==> src/hdl/can_timestamp_pkg.sv <==
// Package with register map, field layout and reset values of the time stamp timer.
package can_timestamp_pkg;

  localparam int          ADDR_W           = 4;
  localparam logic [3:0]  TIMER_REG_ADDR   = 4'h0;
  localparam logic [3:0]  CONTROL_REG_ADDR = 4'h4;
  localparam int          CAPTURE_EN_BIT   = 0;
  localparam logic [31:0] TIMER_REG_RESET  = 32'h00000000;
  localparam logic [31:0] UNMAPPED_DATA    = 32'h00000000;
  localparam logic [15:0] COUNT_RESET      = 16'h0000;
  localparam logic [15:0] PRESCALE_RESET   = 16'h0000;
  localparam logic [15:0] PRESCALE_ZERO    = 16'h0000;
  localparam logic [15:0] COUNT_STEP       = 16'h0001;

  typedef struct packed {
    logic [15:0] timestampCount;
    logic [15:0] timestampPrescale;
  } timer_reg_t;

  typedef struct packed {
    logic [ADDR_W-1:0] address;
    logic              read;
    logic              write;
    logic [31:0]       writedata;
    logic [3:0]        byteenable;
  } avmm_req_t;

endpackage

==> src/hdl/can_timestamp_timer.sv <==
// Free-running 16-bit CAN time stamp timer with prescaler and Avalon-MM slave.
//
// What this block does
// - While capture enable is set the count advances once per prescaler period, unprompted.
// - A prescaler of all ones advances the count once every 65,535 system clocks.
// - A prescaler of zero advances the count on every system clock.
// - With capture enable clear, count and prescaler progress both stay frozen.
// - Any write to the timer register restarts the prescaler progress from zero.
// - The count sits in bits 31 to 16 of the timer register, read/write, zero at reset.
// - The prescaler sits in bits 15 to 0 of the timer register, read/write, zero at reset.
//
// Decided for this implementation: the address map and the Avalon-MM slave port.
`timescale 1ns/1ps
module can_timestamp_timer
  import can_timestamp_pkg::*;
#(
  parameter int CNT_W = 16
) (
  // Clock and reset.
  input  wire logic                  sys_clk,
  input  wire logic                  rst,
  // Avalon-MM slave.
  input  wire logic [ADDR_W-1:0]     address,
  input  wire logic                  read,
  input  wire logic                  write,
  input  wire logic [31:0]           writedata,
  input  wire logic [3:0]            byteenable,
  output logic      [31:0]           readdata,
  output logic                       waitrequest,
  // Capture enable from the module control register.
  input  wire logic                  captureStampEnable,
  // Live timer state.
  output logic      [CNT_W-1:0]      timestampCount
);

  // Handshake states, Gray-coded along idle, answer and back to idle.
  typedef enum logic {
    BUS_IDLE   = 1'b0,
    BUS_ANSWER = 1'b1
  } bus_state_t;

  // Byte lanes of the data bus.
  localparam int LANES  = 4;
  localparam int LANE_W = 8;

  bus_state_t        busState_r;
  bus_state_t        busState_nxt;
  logic              waitrequest_r;
  logic              waitrequest_nxt;
  logic [31:0]       readdata_r;
  logic [31:0]       readdata_nxt;
  logic [CNT_W-1:0]  count_r;
  logic [CNT_W-1:0]  count_nxt;
  logic [15:0]       prescale_r;
  logic [15:0]       prescale_nxt;
  logic [CNT_W-1:0]  preCnt_r;
  logic [CNT_W-1:0]  preCnt_nxt;
  logic              request;
  logic              accept;
  logic              complete;
  logic              timerSel;
  logic              timerWr;
  logic              enable;
  logic              prescaleZero;
  logic              prescaleDone;
  logic              tick;
  logic [15:0]       prescaleLast;
  timer_reg_t        timerCur;
  timer_reg_t        wrFields;
  wire logic [31:0]  timerWrVal;

  // A request is taken while idle and completes on the edge after that.
  // A write takes effect only at that completing edge, when waitrequest is low.
  assign request  = read || write;
  assign accept   = request && (busState_r == BUS_IDLE);
  assign complete = request && (busState_r == BUS_ANSWER);
  assign timerSel = (address == TIMER_REG_ADDR);
  assign timerWr  = complete && write && timerSel;

  // Zero and one in the prescaler both step the count on every clock.
  // The period minus one is the last progress value, so a period of N gives one tick in N clocks.
  assign enable       = captureStampEnable;
  assign timerCur     = {count_r, prescale_r};
  assign prescaleZero = (prescale_r == PRESCALE_ZERO);
  assign prescaleLast = prescale_r - COUNT_STEP;
  assign prescaleDone = (preCnt_r >= prescaleLast);
  assign tick         = enable && (prescaleZero || prescaleDone);
  assign wrFields     = timerWrVal;

  // Each enabled byte lane takes the new byte; the other lanes keep theirs.
  for (genvar lane = 0; lane < LANES; lane++) begin : g_lane
    assign timerWrVal[lane*LANE_W +: LANE_W] = byteenable[lane] ?
                                               writedata[lane*LANE_W +: LANE_W] :
                                               timerCur[lane*LANE_W +: LANE_W];
  end

  // Handshake state.
  // A request held past its answer is taken again, so the master drops it at once.
  always_comb begin
    busState_nxt = busState_r;
    case (busState_r)
      BUS_IDLE: begin
        if (request) begin
          busState_nxt = BUS_ANSWER;
        end
      end
      BUS_ANSWER: begin
        busState_nxt = BUS_IDLE;
      end
      default: begin
        busState_nxt = BUS_IDLE;
      end
    endcase
  end

  always_ff @(posedge sys_clk or posedge rst) begin
    if (rst) begin
      busState_r <= BUS_IDLE;
    end else begin
      busState_r <= busState_nxt;
    end
  end

  // Waitrequest drops for exactly the one cycle in which the answer stands.
  always_comb begin
    waitrequest_nxt = 1'b1;
    if (accept) begin
      waitrequest_nxt = 1'b0;
    end
  end

  always_ff @(posedge sys_clk or posedge rst) begin
    if (rst) begin
      waitrequest_r <= 1'b1;
    end else begin
      waitrequest_r <= waitrequest_nxt;
    end
  end

  // Read data is latched when a read is taken, so it stands while waitrequest is low.
  // Any address other than the timer register reads as zero.
  always_comb begin
    readdata_nxt = readdata_r;
    if (accept && read) begin
      case (address)
        TIMER_REG_ADDR: begin
          readdata_nxt = timerCur;
        end
        default: begin
          readdata_nxt = UNMAPPED_DATA;
        end
      endcase
    end
  end

  always_ff @(posedge sys_clk or posedge rst) begin
    if (rst) begin
      readdata_r <= UNMAPPED_DATA;
    end else begin
      readdata_r <= readdata_nxt;
    end
  end

  // Prescaler progress; a write restarts it and a cleared enable freezes it.
  always_comb begin
    preCnt_nxt = preCnt_r;
    if (timerWr) begin
      preCnt_nxt = PRESCALE_RESET;
    end else if (!enable) begin
      preCnt_nxt = preCnt_r;
    end else if (tick) begin
      preCnt_nxt = PRESCALE_RESET;
    end else begin
      preCnt_nxt = preCnt_r + COUNT_STEP;
    end
  end

  always_ff @(posedge sys_clk or posedge rst) begin
    if (rst) begin
      preCnt_r <= PRESCALE_RESET;
    end else begin
      preCnt_r <= preCnt_nxt;
    end
  end

  // Count field; a software write wins over a tick in the same cycle.
  // The count wraps from all ones to zero and raises no flag.
  always_comb begin
    count_nxt = count_r;
    if (timerWr) begin
      count_nxt = wrFields.timestampCount;
    end else if (tick) begin
      count_nxt = count_r + COUNT_STEP;
    end
  end

  always_ff @(posedge sys_clk or posedge rst) begin
    if (rst) begin
      count_r <= COUNT_RESET;
    end else begin
      count_r <= count_nxt;
    end
  end

  // Prescaler field; only software changes it.
  always_comb begin
    prescale_nxt = prescale_r;
    if (timerWr) begin
      prescale_nxt = wrFields.timestampPrescale;
    end
  end

  always_ff @(posedge sys_clk or posedge rst) begin
    if (rst) begin
      prescale_r <= PRESCALE_RESET;
    end else begin
      prescale_r <= prescale_nxt;
    end
  end

  // Outputs come straight from their registers.
  assign readdata       = readdata_r;
  assign waitrequest    = waitrequest_r;
  assign timestampCount = count_r;

endmodule // can_timestamp_timer
==> config.mk <==
export PLATFORM = sky130hd
export DESIGN_NAME = can_timestamp_timer
export DESIGN_NICKNAME = d
export VERILOG_FILES = /design/src/hdl/can_timestamp_pkg.sv /design/src/hdl/can_timestamp_timer.sv
export SDC_FILE = /design/constraint.sdc
export NUM_CORES = 1
export LEC_CHECK = 0
export BUFFER_PORTS_ARGS = -buffer_cell sky130_fd_sc_hd__buf_2
export CAP_MARGIN = 10
export CORE_UTILIZATION = 40
export CTS_CLUSTER_SIZE = 10
export DETAILED_ROUTE_END_ITERATION = 6
export SLEW_MARGIN = 10
export SYNTH_ARGS = -nofsm -noshare
export SYNTH_HDL_FRONTEND = slang
export SYNTH_SLANG_ARGS = --single-unit
==> constraint.sdc <==
create_clock -name sys_clk -period 3.7 [get_ports sys_clk]
set_clock_uncertainty 0.1 [all_clocks]
set_input_delay 0.185 -clock sys_clk [delete_from_list [all_inputs] [get_ports sys_clk]]
set_output_delay 0.185 -clock sys_clk [all_outputs]
set_load 0.02 [all_outputs]
# [After elaboration in Yosys (flattened, before gate mapping)]
# Cells that the tools add are included.
# W data, S select, Z words.
[totals] romBits=0 memories=0 ramBits=0 wordCells=42 latch_bits=0 regBits=82
[classes] eq_ne=2 n_shift=0 div=0 add_sub_neg=3 bitwise_logic=1 magnitude_cmp=1 n_reduce_logical=16 muxes=11 multipliers=0
[ops] operator="$mux W16" n=5
[ops] operator="$add A16 B1 Y16 const B" n=2
[ops] operator="$mux W32" n=1
[ops] operator="$ge A16 B16 Y1" n=1
[ops] operator="$logic_not A16 Y1" n=1
[ops] operator="$mux W8" n=2
[ops] operator="$sub A16 B1 Y16 const B" n=1
[ops] operator="$reduce_and A2 Y1" n=4
[ops] operator="$logic_and A1 B1 Y1" n=6
[ops] operator="$logic_not A4 Y1" n=1
[ops] operator="$ne A2 B2 Y1 const B" n=2
[ops] operator="$reduce_bool A2 Y1" n=2
[ops] operator="$logic_or A1 B1 Y1" n=2
[ops] operator="$mux W1" n=2
[ops] operator="$pmux W1 S2" n=1
[ops] operator="$not A1 Y1" n=1

# [Longest topological paths before layout]
# Gate-level depths: netlist (run 1).
[depth] ltp_word=7 depth_mapped=14

# [Least setup slack after synthesis (run 1)]
# No wires, ideal clock.
[synth_timing] kind="register to register" start="reg prescale_r[8]" end="reg count_r[3], in the netlist timestampCount[3]" setup_time_ns=0.146 synth_period_minus_slack_ns=3.447 required_time_ns=3.454 path_stages_with_launch=13 arrival_ns=3.200 slack_ns=0.253 path_cell_list="dfrtp_1 > or4_4 > or3_1 > nor3_1 > xnor2_1 > ha_1 > nand4_1 > nor4_1 > o21ai_0 > and3_4 > buf_2 > o311ai_0 > o311ai_1"
[synth_via] elab_chain_cells=6 word_cells_on_any_way=7
[synth_lines] element="start: declaration" line="can_timestamp_timer.sv:54" text="logic [15:0] prescale_r;"
[synth_lines] element="start signal: assignment" line="can_timestamp_timer.sv:217" text="prescale_r <= prescale_nxt;"
[synth_lines] element="$sub A16 B1 Y16" line="can_timestamp_timer.sv:85" text="assign prescaleLast = prescale_r - COUNT_STEP;"
[synth_lines] element="$ge A16 B16 Y1" line="can_timestamp_timer.sv:86" text="assign prescaleDone = (preCnt_r >= prescaleLast);"
[synth_lines] element="$logic_or A1 B1 Y1 *" line="can_timestamp_timer.sv:87" text="assign tick = enable && (prescaleZero || prescaleDone);"
[synth_lines] element="$logic_and A1 B1 Y1 *" line="can_timestamp_timer.sv:87"
[synth_lines] element="$reduce_bool A2 Y1 (no source line) *"
[synth_lines] element="$reduce_and A2 Y1 (no source line) *"
[synth_lines] element="end signal: assignment" line="can_timestamp_timer.sv:201" text="count_r <= count_nxt;"
[synth_lines] element="end: declaration" line="can_timestamp_timer.sv:52" text="logic [CNT_W-1:0] count_r;"
# Mark *: on every way between the ends. The rest lies on a longest branch, timed or not.
# A chain may end at the register's enable or synchronous reset.

# [Worst setup path after layout (run 1)]
[layout_timing] start="reg prescale_r[8]" end="reg count_r[1], in the netlist timestampCount[1]"
# The elaborated chain is that of the path after synthesis.

==> PnR_summary.wiki, run 1 <==
{| class="wikitable"
! Metric !! Value
|-
| Final setup TNS || 0 ns
|-
| Setup repair after global routing missed its margin || false
|-
| Reg-to-reg slack, setup || 0.15 ns
|-
| TritonCTS Buffers || 9
|-
| Number of stages on the worst hold path || 3
|-
| Placeable Area || between 0.01 and 0.015 sq mm
|-
| Buffer depth of the longest clock path || 2
|-
| Endpoint class of the critical path || flip-flop
|-
| Maximum fanout along the worst path || 20
|-
| Critical Path Start Type || flip-flop
|-
| Yosys warns || 0
|-
| End point of the most critical hold path || timestampCount[13]$_DFFE_PP0P_
|-
| Maxcap violations || 0
|-
| Global-route total usage across every layer || 21.0%
|-
| Number of distinct standard cells referenced by the synthesized netlist || 55
|-
| Io pins || 94
|-
| Number of rows in the core area || 37
|-
| Critical path start-end classification || flip-flop to flip-flop
|-
| Peak supply drop || 0.279 mV
|-
| Initial Utilization || 41.4%
|-
| Fraction of synthesis flops using an asynchronous set or reset pin || 100%
|-
| Sequential area share after synthesis || a little under 50%
|-
| Congestion Overflow GR || 0
|-
| Total wire length after detailed routing || 11.2 mm
|-
| Number of sinks handled by clock tree synthesis || 82
|-
| Post-synthesis instance area || 0.00428 sq mm
|-
| Cell accounting for the most synthesized area || dfrtp_1
|-
| Reg-to-reg critical path endpoint || timestampCount[1]$_DFFE_PP0P_
|-
| Buffers added on ports || 93
|-
| Pre-Repair DR Iteration Count || 4
|-
| Worst Reg-to-Reg Cells || 12
|-
| Later-pin clock latency in the skew report || 0.37 ns
|-
| Area growth from synthesis to layout || 26.4%
|-
| Number of hold-slack violations in the final timing report || 0
|-
| Initial DRC count || 186
|-
| Share of post-route cells with drive strength above 1 || between 20% and 30%
|-
| Top cells by area in the synthesized netlist || dfrtp_1 47%, a22o_1 7.2%, ha_1 5.9%, mux2_2 4.2%, nand2_1 3.4%
|-
| Top FF cell, synth || dfrtp_1
|-
| Initial antenna violation count || 0
|-
| Number of global-route vias before repair || 3708
|-
| Dominant cell by count in the synthesized netlist || dfrtp_1
|-
| Pin slew with the least headroom to its limit || 0.798 ns
|-
| Top cells by instance count after synthesis || 81 x dfrtp_1, 39 x nand2_1, 35 x a22o_1, 28 x nor2_1, 20 x ha_1
|-
| Worst hold start || writedata[29]
|-
| # H-tree levels || 3
|-
| Reported leakage power || 2.65 nW
|-
| Total power density per cell area || 489 mW/mm^2
|-
| TritonCTS clock tree || built
|-
| Syn_nets || between 400 and 500
|-
| Vias/cell || 5.59
|-
| Post-CTS clock slew at the launch and capture registers of the worst setup and hold paths || 0.09 ns
|-
| Post-layout nets || 600
|-
| Remaining antenna violation count || 0
|-
| Reg2Reg Launch Point || prescale_r[8]$_DFFE_PP0P_
|-
| Finish-stage setup viols || 0
|-
| Worst slew margin relative to its limit || 46.8%
|-
| Minimum period implied by the final worst setup slack || 3.55 ns
|-
| Gate count after technology mapping || 410
|-
| Pins Over Slew Limit || 0
|-
| Routed vias || 3777
|-
| Per-cell routed wire length || 16.6 um
|-
| Status || complete, no violations
|-
| Data arrival time of the critical path || 3.72 ns
|-
| Post-route DRC || 0
|-
| Area of the die || 0.0111 sq mm
|-
| Placer's final routability congestion estimate || 0.798
|-
| Root buffer cell || clkbuf_8
|-
| Final worst path period share || 96.0%
|-
| Achievable clock frequency || 282 MHz
|-
| Mean area per synthesized cell || 10.4 sq um
|-
| Number of synthesized flops with an enable pin || 0
|-
| Die extent in x || 105 um
|-
| Pre-CTS WS || 0.0199 ns
|-
| Wire length of the first global-routing pass || 18.6 mm
|-
| Number of antenna repair diodes || 0
|-
| Detailed placement HPWL || 8.05 mm
|-
| Pin count of the biggest net entering global routing || 64
|-
| Die Y-Extent || 105 um
|-
| Required time at the endpoint of the critical path || 3.87 ns
|-
| Classification of the worst-slack hold path || input pin to flip-flop
|-
| PnR worst setup slack || 0.150 ns
|-
| Synthesized flop and latch total || 82
|-
| Post-synth top area share || a little under half
|}
critical path: stages, from the launching register on:
cell and delay, ns:
dfrtp_1 0.41, or4_4 0.57, or3_1 0.36, nor3_2 0.18
xnor2_1 0.14, ha_1 0.26, nand4_1 0.14, nor2_1 0.08
a221oi_2 0.37, a31oi_1 0.15, buf_6 0.19, or3_1 0.36
o221a_2 0.13
state kept, by name, indices dropped and copies added (netlist names):
register and count:
busState_r 1, preCnt_r 16, prescale_r 16, readdata 32, timestampCount 16, waitrequest 1
cell usage in the layout, fill, tap and decap left out, types with 3 or more instances in the layout:
master         netlist  layout
clkbuf_8             0      10
nand4_1              9       9
and3_1               7       7
a211oi_1             3       3
xor2_1               4       4
inv_1               11      10
a21o_1               4       4
o21ai_0             17      16
and4_1               3       3
nand2b_1             4       4
a22oi_1              3       3
a31oi_1              6       6
nand2_1             39      39
a32o_1               3       3
nor2_1              28      27
a21oi_1              8       8
dfrtp_1             81      81
nor3b_1              3       3
nor3_1              13      12
a211o_1              4       4
dlygate4sd3_1        0      25
o311ai_0             3       3
mux2_2              16      16
buf_4                1       9
xnor2_1             10      10
buf_2                3      93
ha_1                20      20
nor4_1               7       5
and2_1               4       4
or3_1                6       6
nand3_1             14      14
a22o_1              35      35
area by class of cell:
type,instances,area [sq um]
fill,947,4920
sequential,82,2050
multi-input combinational,302,2130
clock buffer,11,141
inverter,11,43.8
tap,136,170
clock inverter,5,62.6
timing repair buffer,129,806
worst max path at each step:
| stage | slack [ns] | from | end |
|---|---|---|---|
| 3_5_place_dp | 0.02 | prescale_r[8]$_DFFE_PP0P_ | timestampCount[12]$_DFFE_PP0P_ |
| 2_1_floorplan | 0.25 | prescale_r[8]$_DFFE_PP0P_ | timestampCount[3]$_DFFE_PP0P_ |
| 5_1_grt | 0.004 | prescale_r[8]$_DFFE_PP0P_ | timestampCount[1]$_DFFE_PP0P_ |
| 3_3_place_gp | 0.18 | prescale_r[8]$_DFFE_PP0P_ | timestampCount[12]$_DFFE_PP0P_ |
| 4_1_cts | 0.07 | prescale_r[8]$_DFFE_PP0P_ | timestampCount[12]$_DFFE_PP0P_ |
| 6_report | 0.15 | prescale_r[8]$_DFFE_PP0P_ | timestampCount[1]$_DFFE_PP0P_ |
power breakdown:
group / internal [W] / leakage (nW) / switching [W]
Sequential: 0.00100 / 1.10 / 0.000158
Clock: 0.000334 / 0.0962 / 0.000357
Combinational: 0.000353 / 1.45 / 0.000442
Total: 0.00169 / 2.65 / 0.000956
cell families (layout without fill, tap and decap cells):
group | Yosys count | count (layout) | synth area share [%]
AOI/OAI and AO/OA | 102 | 102 | 18.3
DFF | 82 | 82 | 48.0
xor gates and xnor gates | 14 | 14 | 2.87
and+or+nand+nor | 150 | 150 | 18.1
muxes | 16 | 16 | 4.21
buffers and inverters | 26 | 156 | 2.72
adders and majority gates | 20 | 20 | 5.85
timing repair:
action	in CTS	in global routing
gates resized for setup	2	4
pin swaps	0	2
endpoints found under the hold margin	62	0
buffers inserted	0	2
endpoints found under the setup margin	1	10
hold buffers	25	0
stage by stage:
stage          hold WS (ns)  power (W)  cells  cell area, sq um  utilization (%)
6_report            0.00948    0.00265    676              5400             52.3
4_1_cts             0.00162    0.00265    674              5370             52.0
5_1_grt              0.0228    0.00280    676              5400             52.3
3_3_place_gp          0.303    0.00191    633              4910             47.5
2_1_floorplan         0.210    0.00168    410              4280                -
3_5_place_dp          0.312    0.00194    633              4910             47.5
metal layers:
layer	routed length, um	up-vias	GRT usage [%]	share of wire [%]
met2	5380	105	35.6	48
met1	5110	1859	27.1	46
li1	-	1798	-	-
met4	186	0	7.34	1.7
met5	0	-	0	0
met3	523	15	3.22	4.7
(Power assumes the default switching activity.)
==> run 2: changes to the inputs <==
--- a/config.mk
+++ b/config.mk
@@ -5,6 +5,7 @@
 export SDC_FILE = /design/constraint.sdc
 export NUM_CORES = 1
 export LEC_CHECK = 0
+export ABC_AREA = 1
 export BUFFER_PORTS_ARGS = -buffer_cell sky130_fd_sc_hd__buf_2
 export CAP_MARGIN = 10
 export CORE_UTILIZATION = 40
==> PnR_summary.wiki, run 2 <==
{| class="wikitable"
! Metric !! Value
|-
| Status || complete, no violations
|-
| Setup repair after global routing missed its margin || false
|-
| Arithmetic-cell share of the synthesized area counting full adders, half adders and majority gates || just over 5%
|-
| Die extent in x || 113 um
|-
| Post-CTS clock slew at the launch and capture registers of the worst setup and hold paths || ~0.060 ns
|-
| Final instance count without filler cells || 866
|-
| Critical path start-end classification || flip-flop to flip-flop
|-
| Top FF cell, synth || dfrtp_1
|-
| Switching portion of total power || 29.1%
|-
| Remaining antenna violation count || 0
|-
| Initial DRC count || between 200 and 250
|-
| Initial Utilization || 40.9%
|-
| Critical Path Start Type || flip-flop
|-
| Number of distinct standard cells referenced by the synthesized netlist || 38
|-
| Per-cell routed wire length || 14.6 um
|-
| Final core utilization || a little under 50%
|-
| Simple logic cell fraction of the synthesized area || 30.5%
|-
| Clock power share || 38.8%
|-
| TritonCTS clock tree || built
|-
| Required time at the endpoint of the critical path || 3.88 ns
|-
| Top cells by instance count after synthesis || 183 x nand2_1, 81 x dfrtp_1, 61 x inv_1, 50 x nor2_1, 34 x nand3_1
|-
| Peak supply drop || 0.206 mV
|-
| # H-tree levels || 3
|-
| Cell accounting for the most synthesized area || dfrtp_1
|-
| Yosys warns || 0
|-
| Number of global-route vias before repair || 4231
|-
| Worst slew margin relative to its limit || 35.5%
|-
| Share of post-route cells with drive strength above 1 || a little over a fifth
|-
| Number of flip-flops under the largest register name || 32
|-
| Detailed placement HPWL || around 9.4 mm
|-
| Maximum fanout along the worst path || 13
|-
| Minimum period implied by the final worst setup slack || roughly 3.1 ns
|-
| Final worst path period share || approximately 84%
|-
| Pin count of the biggest net entering global routing || 60
|-
| Top cells by area in the synthesized netlist || dfrtp_1 41%, nand2_1 14%, ha_1 5.1%, inv_1 4.7%, o31ai_1 4.3%
|-
| Die Y-Extent || around 110 um
|-
| Crit path capture || preCnt_r[12]$_DFFE_PP0P_
|-
| Pre-Repair DR Iteration Count || 5
|-
| Pin slew with the least headroom to its limit || 0.967 ns
|-
| Dominant cell by count in the synthesized netlist || nand2_1
|-
| Post-synthesis xor/xnor area fraction || 4.66%
|-
| Syn_nets || 682
|-
| Synthesized flop and latch total || a little over 80
|-
| Worst setup startpoint || prescale_r[2]$_DFFE_PP0P_
|-
| Min Hold Slack || 0.0121 ns
|-
| Met1 Track Usage GR || 29.8%
|-
| Post-synthesis instance area || 0.00489 sq mm
|-
| Placeable Area || 0.0120 sq mm
|-
| Placed Area || 0.00547 sq mm
|-
| Area of the die || 0.0127 sq mm
|-
| Placer's final routability congestion estimate || 0.834
|-
| Total power density per cell area || about 400 mW/mm^2
|-
| Share of total power in sequential cells || 44.5%
|-
| Fraction of the mapped netlist area in compound gates || 9.90%
|-
| Post-layout nets || 779
|-
| Count of cells resized by post-cts repair || 0
|-
| Data arrival time of the critical path || between 3 and 4 ns
|-
| Number of sinks handled by clock tree synthesis || 82
|-
| Combinational family with the most area after synthesis || simple AND/OR/NAND/NOR gates
|-
| Io pins || 94
|-
| Buffers added on ports || 93
|-
| Congestion Overflow GR || 0
|-
| Achievable clock frequency || approximately 320 MHz
|-
| Number of synthesized flops with an enable pin || 0
|-
| Finish-stage setup viols || 0
|-
| Pins Over Slew Limit || 0
|-
| Wire length of the first global-routing pass || 21.3 mm
|-
| Endpoint class of the critical path || flip-flop
|-
| Buffer depth of the longest clock path || 2
|-
| Area growth from synthesis to layout || 19.3%
|-
| Reg-to-reg slack, setup || 0.58 ns
|-
| Routed vias || 4402
|-
| Sequential area share after synthesis || 42.0%
|-
| Mean area per synthesized cell || 7.92 sq um
|-
| Number of rows in the core area || 40
|-
| Post-route cell area || 0.00584 sq mm
|-
| Gate power share || 16.7%
|-
| Net load switching power || 0.000685 W
|-
| Maxcap violations || 0
|-
| Met2 GRT Util || 33.9%
|-
| Total wire length after detailed routing || 12.7 mm
|-
| Reg2Reg Launch Point || prescale_r[2]$_DFFE_PP0P_
|-
| Reported leakage power || between 3 and 4 nW
|-
| Later-pin clock latency in the skew report || 0.34 ns
|-
| Buffers inserted during post-CTS setup optimization || 0
|-
| Root buffer cell || clkbuf_16
|-
| Met3 global-route usage || under 10%
|-
| TritonCTS Buffers || 9
|-
| Gate count after technology mapping || 617
|-
| Most frequent cells in the layout || 183 x nand2_1, 93 x buf_2, 81 x dfrtp_1
|-
| P_int || roughly 0.0017 W
|-
| Fraction of synthesis flops using an asynchronous set or reset pin || 100%
|-
| Number of hold-slack violations in the final timing report || 0
|-
| Vias/cell || 5.08
|-
| Most congested layer reported by global routing || met2
|-
| Classification of the worst-slack hold path || input pin to flip-flop
|-
| Number of antenna repair diodes || 0
|-
| Final setup TNS || 0 ns
|-
| Worst Reg-to-Reg Cells || 17
|-
| Post-synth top area share || between 40% and 50%
|-
| Multiplexer share of the synthesized area || less than 1%
|-
| Reg-to-reg critical path endpoint || preCnt_r[12]$_DFFE_PP0P_
|-
| Placed insts || 843
|-
| Post-route DRC || 0
|-
| Initial antenna violation count || 0
|-
| Most common cell after layout, fill and taps aside || nand2_1
|-
| Global-route total usage across every layer || 21.4%
|}
## run 2: cell types whose count changed after synthesis, sizes merged, moves of 15 or more
| cell | previous run | this run |
|---|---|---|
| nor2 | 29 | 58 |
| inv | 11 | 74 |
| o31ai | 0 | 28 |
| nand2 | 39 | 194 |
| xor2 | 4 | 22 |
| a22o | 35 | 0 |
| mux2 | 16 | 1 |
| nand3 | 14 | 45 |
## run 2: area by class of cell
| type | count | area [sq um] |
|---|---|---|
| Fill cell | 1181 | 6130 |
| Timing Repair Buffer | 102 | 551 |
| Tap cell | 147 | 184 |
| Inverter | 75 | 285 |
| Multi-Input combinational cell | 444 | 2460 |
| Clock inverter | 2 | 35.0 |
| Sequential cell | 82 | 2050 |
| Clock buffer | 14 | 264 |
## run 2: how the worst min path moves through the flow
stage                  start                          to  slack [ns]  depth (start not counted)
3_3_place_gp             rst        busState_r$_DFF_PP0_        0.32                          2
3_5_place_dp             rst        busState_r$_DFF_PP0_        0.33                          2
6_report        writedata[6]   prescale_r[6]$_DFFE_PP0P_        0.01                          3
5_1_grt         writedata[6]   prescale_r[6]$_DFFE_PP0P_        0.01                          3
2_1_floorplan  writedata[13]  prescale_r[13]$_DFFE_PP0P_        0.24                          1
4_1_cts         writedata[6]   prescale_r[6]$_DFFE_PP0P_      0.0002                          3
## run 2: power by group through the flow
stage          combinational (W)  sequential (W)  clock [W]
2_1_floorplan           0.000262         0.00106          0
6_report                0.000394         0.00105   0.000915
4_1_cts                 0.000398         0.00105   0.000938
5_1_grt                 0.000447         0.00106   0.000973
3_5_place_dp            0.000390         0.00106          0
3_3_place_gp            0.000378         0.00106          0
## run 2: cell families (layout without fill, tap and decap cells)
logic type	count (synthesis)	after routing
muxes	1	1
DFF	82	82
buffers and inverters	91	193
and+or+nand+nor	318	318
xor gates and xnor gates	26	26
adders and majority gates	20	20
AOI/OAI and AO/OA	79	79
## run 2: what timing repair did
action / in CTS / in global routing
hold buffers: 7 / 0
endpoints found under the setup margin: 0 / 0
hold endpoints to repair: 56 / 0
## run 2: per-layer routing
metal | up-vias | wire, um
met5 | - | 0
met4 | 0 | 125
met3 | 8 | 596
met2 | 105 | 5770
met1 | 2103 | 6170
li1 | 2186 | -
## run 2: through the flow
stage / setup slack [ns] / total power (W)
2_1_floorplan: 1.11 / 0.00132
6_report: 0.579 / 0.00236
3_3_place_gp: 0.725 / 0.00144
4_1_cts: 0.557 / 0.00238
3_5_place_dp: 0.560 / 0.00145
5_1_grt: 0.279 / 0.00248
## run 2: critical path: stages (launching register included)
cell and delay, ns:
dfrtp_1 0.44, nor2_2 0.15, nand2_1 0.10, nor2_2 0.20, nand3_1 0.15, nor2_1 0.15
nand3_1 0.11, xor2_1 0.17, inv_1 0.06, ha_1 0.28, a21o_1 0.18, nor2_1 0.11
nand2_1 0.10, nor2_4 0.13, nand3_2 0.27, inv_1 0.18, nand3_1 0.10, nand2_1 0.09
==> run 3: changes to the inputs <==
--- a/config.mk
+++ b/config.mk
@@ -5,7 +5,7 @@
 export SDC_FILE = /design/constraint.sdc
 export NUM_CORES = 1
 export LEC_CHECK = 0
-export ABC_AREA = 1
+export ABC_AREA = 0
 export BUFFER_PORTS_ARGS = -buffer_cell sky130_fd_sc_hd__buf_2
 export CAP_MARGIN = 10
 export CORE_UTILIZATION = 40
==> constraint.sdc (replaced) <==
create_clock -name sys_clk -period 3 [get_ports sys_clk]
set_clock_uncertainty 0.1 [all_clocks]
set_input_delay 0.15 -clock sys_clk [delete_from_list [all_inputs] [get_ports sys_clk]]
set_output_delay 0.15 -clock sys_clk [all_outputs]
set_load 0.02 [all_outputs]
==> PnR_summary.wiki, run 3 (synthesis results as in run 1) <==
{| class="wikitable"
! Metric !! Value
|-
| Status || finished with violations
|-
| Failing checks || negative setup slack
|-
| Clock power share || between 20% and 30%
|-
| Post-route cell area || slightly below 0.006 sq mm
|-
| Finish-stage setup viols || 32
|-
| PnR worst setup slack || -0.385 ns
|-
| Placed Area || approximately 0.0052 sq mm
|-
| Area growth from synthesis to layout || 38.2%
|-
| TritonCTS Buffers || 9
|-
| Initial DRC count || 135
|-
| Worst Reg-to-Reg Cells || 13
|-
| Most common cell after layout, fill and taps aside || buf_2
|-
| Total power density per cell area || about 590 mW/mm^2
|-
| Placer's final routability congestion estimate || 0.842
|-
| Number of filler instances in the final layout || 928
|-
| Number of global-route vias before repair || ~3800
|-
| Worst slew margin relative to its limit || 52.1%
|-
| Final core utilization || about 57%
|-
| Congestion Overflow GR || 0
|-
| Number of hold-slack violations in the final timing report || 0
|-
| TritonCTS clock tree || built
|-
| Number of rows in the core area || 37
|-
| Reported leakage power || 2.87 nW
|-
| Net load switching power || 0.00125 W
|-
| Pre-Repair DR Iteration Count || 4
|-
| Most frequent cells in the layout || 93 x buf_2, 81 x dfrtp_1, 37 x nand2_1
|-
| Initial antenna violation count || 0
|-
| Global-route total usage across every layer || 20.9%
|-
| Min Hold Slack || 0.0216 ns
|-
| Post-route DRC || 0
|-
| Root buffer cell || clkbuf_8
|-
| Io pins || 94
|-
| Pin count of the biggest net entering global routing || 37
|-
| Number of antenna repair diodes || 0
|-
| Total wire length after detailed routing || around 12 mm
|-
| Minimum period implied by the final worst setup slack || 3.38 ns
|-
| Later-pin clock latency in the skew report || 0.35 ns
|-
| P_int || 0.00221 W
|-
| Die extent in x || 105 um
|-
| Maxcap violations || 0
|-
| Pin slew with the least headroom to its limit || approximately 0.71 ns
|-
| Share of post-route cells with drive strength above 1 || 37.7%
|-
| Remaining antenna violation count || 0
|-
| Detailed placement HPWL || around 8.1 mm
|-
| Pins Over Slew Limit || 0
|-
| Wire length of the first global-routing pass || 18.4 mm
|-
| Post-layout nets || ~630
|-
| Buffers added on ports || 93
|-
| Gate power share || 35.9%
|-
| Area of the die || 0.0111 sq mm
|-
| Peak supply drop || 0.288 mV
|-
| Pre-CTS WS || -0.482 ns
|-
| Post-CTS clock slew at the launch and capture registers of the worst setup and hold paths || ~0.09 ns
|-
| Vias/cell || 5.47
|-
| Number of stages on the worst hold path || 3
|-
| Initial Utilization || 41.4%
|-
| Critical Path Start Type || flip-flop
|-
| Number of flip-flops under the largest register name || 32
|-
| Final setup TNS || -9.03 ns
|-
| Maximum fanout along the worst path || 8
|-
| Data arrival time of the critical path || 3.53 ns
|-
| Switching portion of total power || 36.2%
|-
| Critical path start-end classification || flip-flop to flip-flop
|-
| Die Y-Extent || around 110 um
|-
| Achievable clock frequency || between 200 and 300 MHz
|-
| Routed vias || slightly below 4000
|-
| Endpoint class of the critical path || flip-flop
|-
| Placeable Area || 0.0103 sq mm
|-
| Final worst path period share || 113%
|-
| Buffer depth of the longest clock path || 2
|-
| # H-tree levels || 3
|-
| Per-cell routed wire length || 16.4 um
|-
| Required time at the endpoint of the critical path || 3.15 ns
|-
| Share of total power in sequential cells || around 41%
|-
| Classification of the worst-slack hold path || input pin to flip-flop
|-
| Setup repair after global routing missed its margin || true
|-
| Number of sinks handled by clock tree synthesis || 82
|}
[run 3: cell count changes in the layout (fill, tap and decap cells not counted), sizes merged, moves of 29 or more]
cell and delta:
a22o +35, buf +39, nand3 -31, inv -62, nand2 -155, nor2 -29
[run 3: per-stage QoR]
step | power (W) | std cells
6_report | 0.00347 | 709
5_1_grt | 0.00368 | 709
4_1_cts | 0.00338 | 704
3_5_place_dp | 0.00253 | 658
3_3_place_gp | 0.00249 | 658
2_1_floorplan | 0.00212 | 410
[run 3: area by class of cell]
type | instances | area (sq um) | share of cell area (%)
Tap cell | 136 | 170 | 2.88
Clock inverter | 5 | 62.6 | 1.06
Clock buffer | 11 | 131 | 2.22
Multi-Input combinational cell | 302 | 2320 | 39.3
Timing Repair Buffer | 162 | 1120 | 19.0
Sequential cell | 82 | 2050 | 34.8
Inverter | 11 | 42.5 | 0.720
[run 3: repair_timing]
action                                 CTS  global route
hold buffers                            27             0
resized for setup                        2            32
buffers inserted                         3             4
gates cloned                             0             1
pin swaps                                6            17
endpoints found under the hold margin   60             0
setup endpoints to repair               32            32
[run 3: power by group through the flow]
stage	clock (W)	sequential (W)	combinational, W
after floorplan	0	0.00150	0.000626
after global placement	0	0.00142	0.00107
after detailed placement	0	0.00142	0.00111
after global routing	0.000876	0.00144	0.00137
final	0.000807	0.00142	0.00125
after CTS	0.000830	0.00140	0.00115
[run 3: worst paths after layout]
path	startpoint	endpoint	slack [ns]
min in group asynchronous	rst	readdata[29]$_DFFE_PP0P_	0.30
worst min-delay path	read	waitrequest$_DFF_PP1_	0.02
worst max register to register	prescale_r[10]$_DFFE_PP0P_	timestampCount[1]$_DFFE_PP0P_	-0.38
worst min register to register	readdata[28]$_DFFE_PP0P_	readdata[28]$_DFFE_PP0P_	0.41
max in group asynchronous	rst	waitrequest$_DFF_PP1_	1.67
worst max-delay path	prescale_r[10]$_DFFE_PP0P_	timestampCount[1]$_DFFE_PP0P_	-0.38
[run 3: routing by layer]
| layer | vias to the layer above | routed length [um] | GRT usage [%] |
|---|---|---|---|
| met5 | - | 0 | 0 |
| met4 | 0 | 114 | 5.94 |
| met3 | 13 | 445 | 3.22 |
| met2 | 89 | 5780 | 36.3 |
| met1 | 1905 | 5260 | 27.1 |
| li1 | 1868 | - | - |
[run 3: critical path, stage by stage, from the launching register on]
cell      delay [ns]
dfrtp_1         0.38
or4_4           0.53
or3_4           0.36
nor3_4          0.12
xnor2_1         0.14
ha_1            0.26
nand4_1         0.13
nor2_1          0.07
a221oi_2        0.24
buf_4           0.17
a31oi_4         0.12
buf_12          0.18
or3_1           0.34
o221a_2         0.12
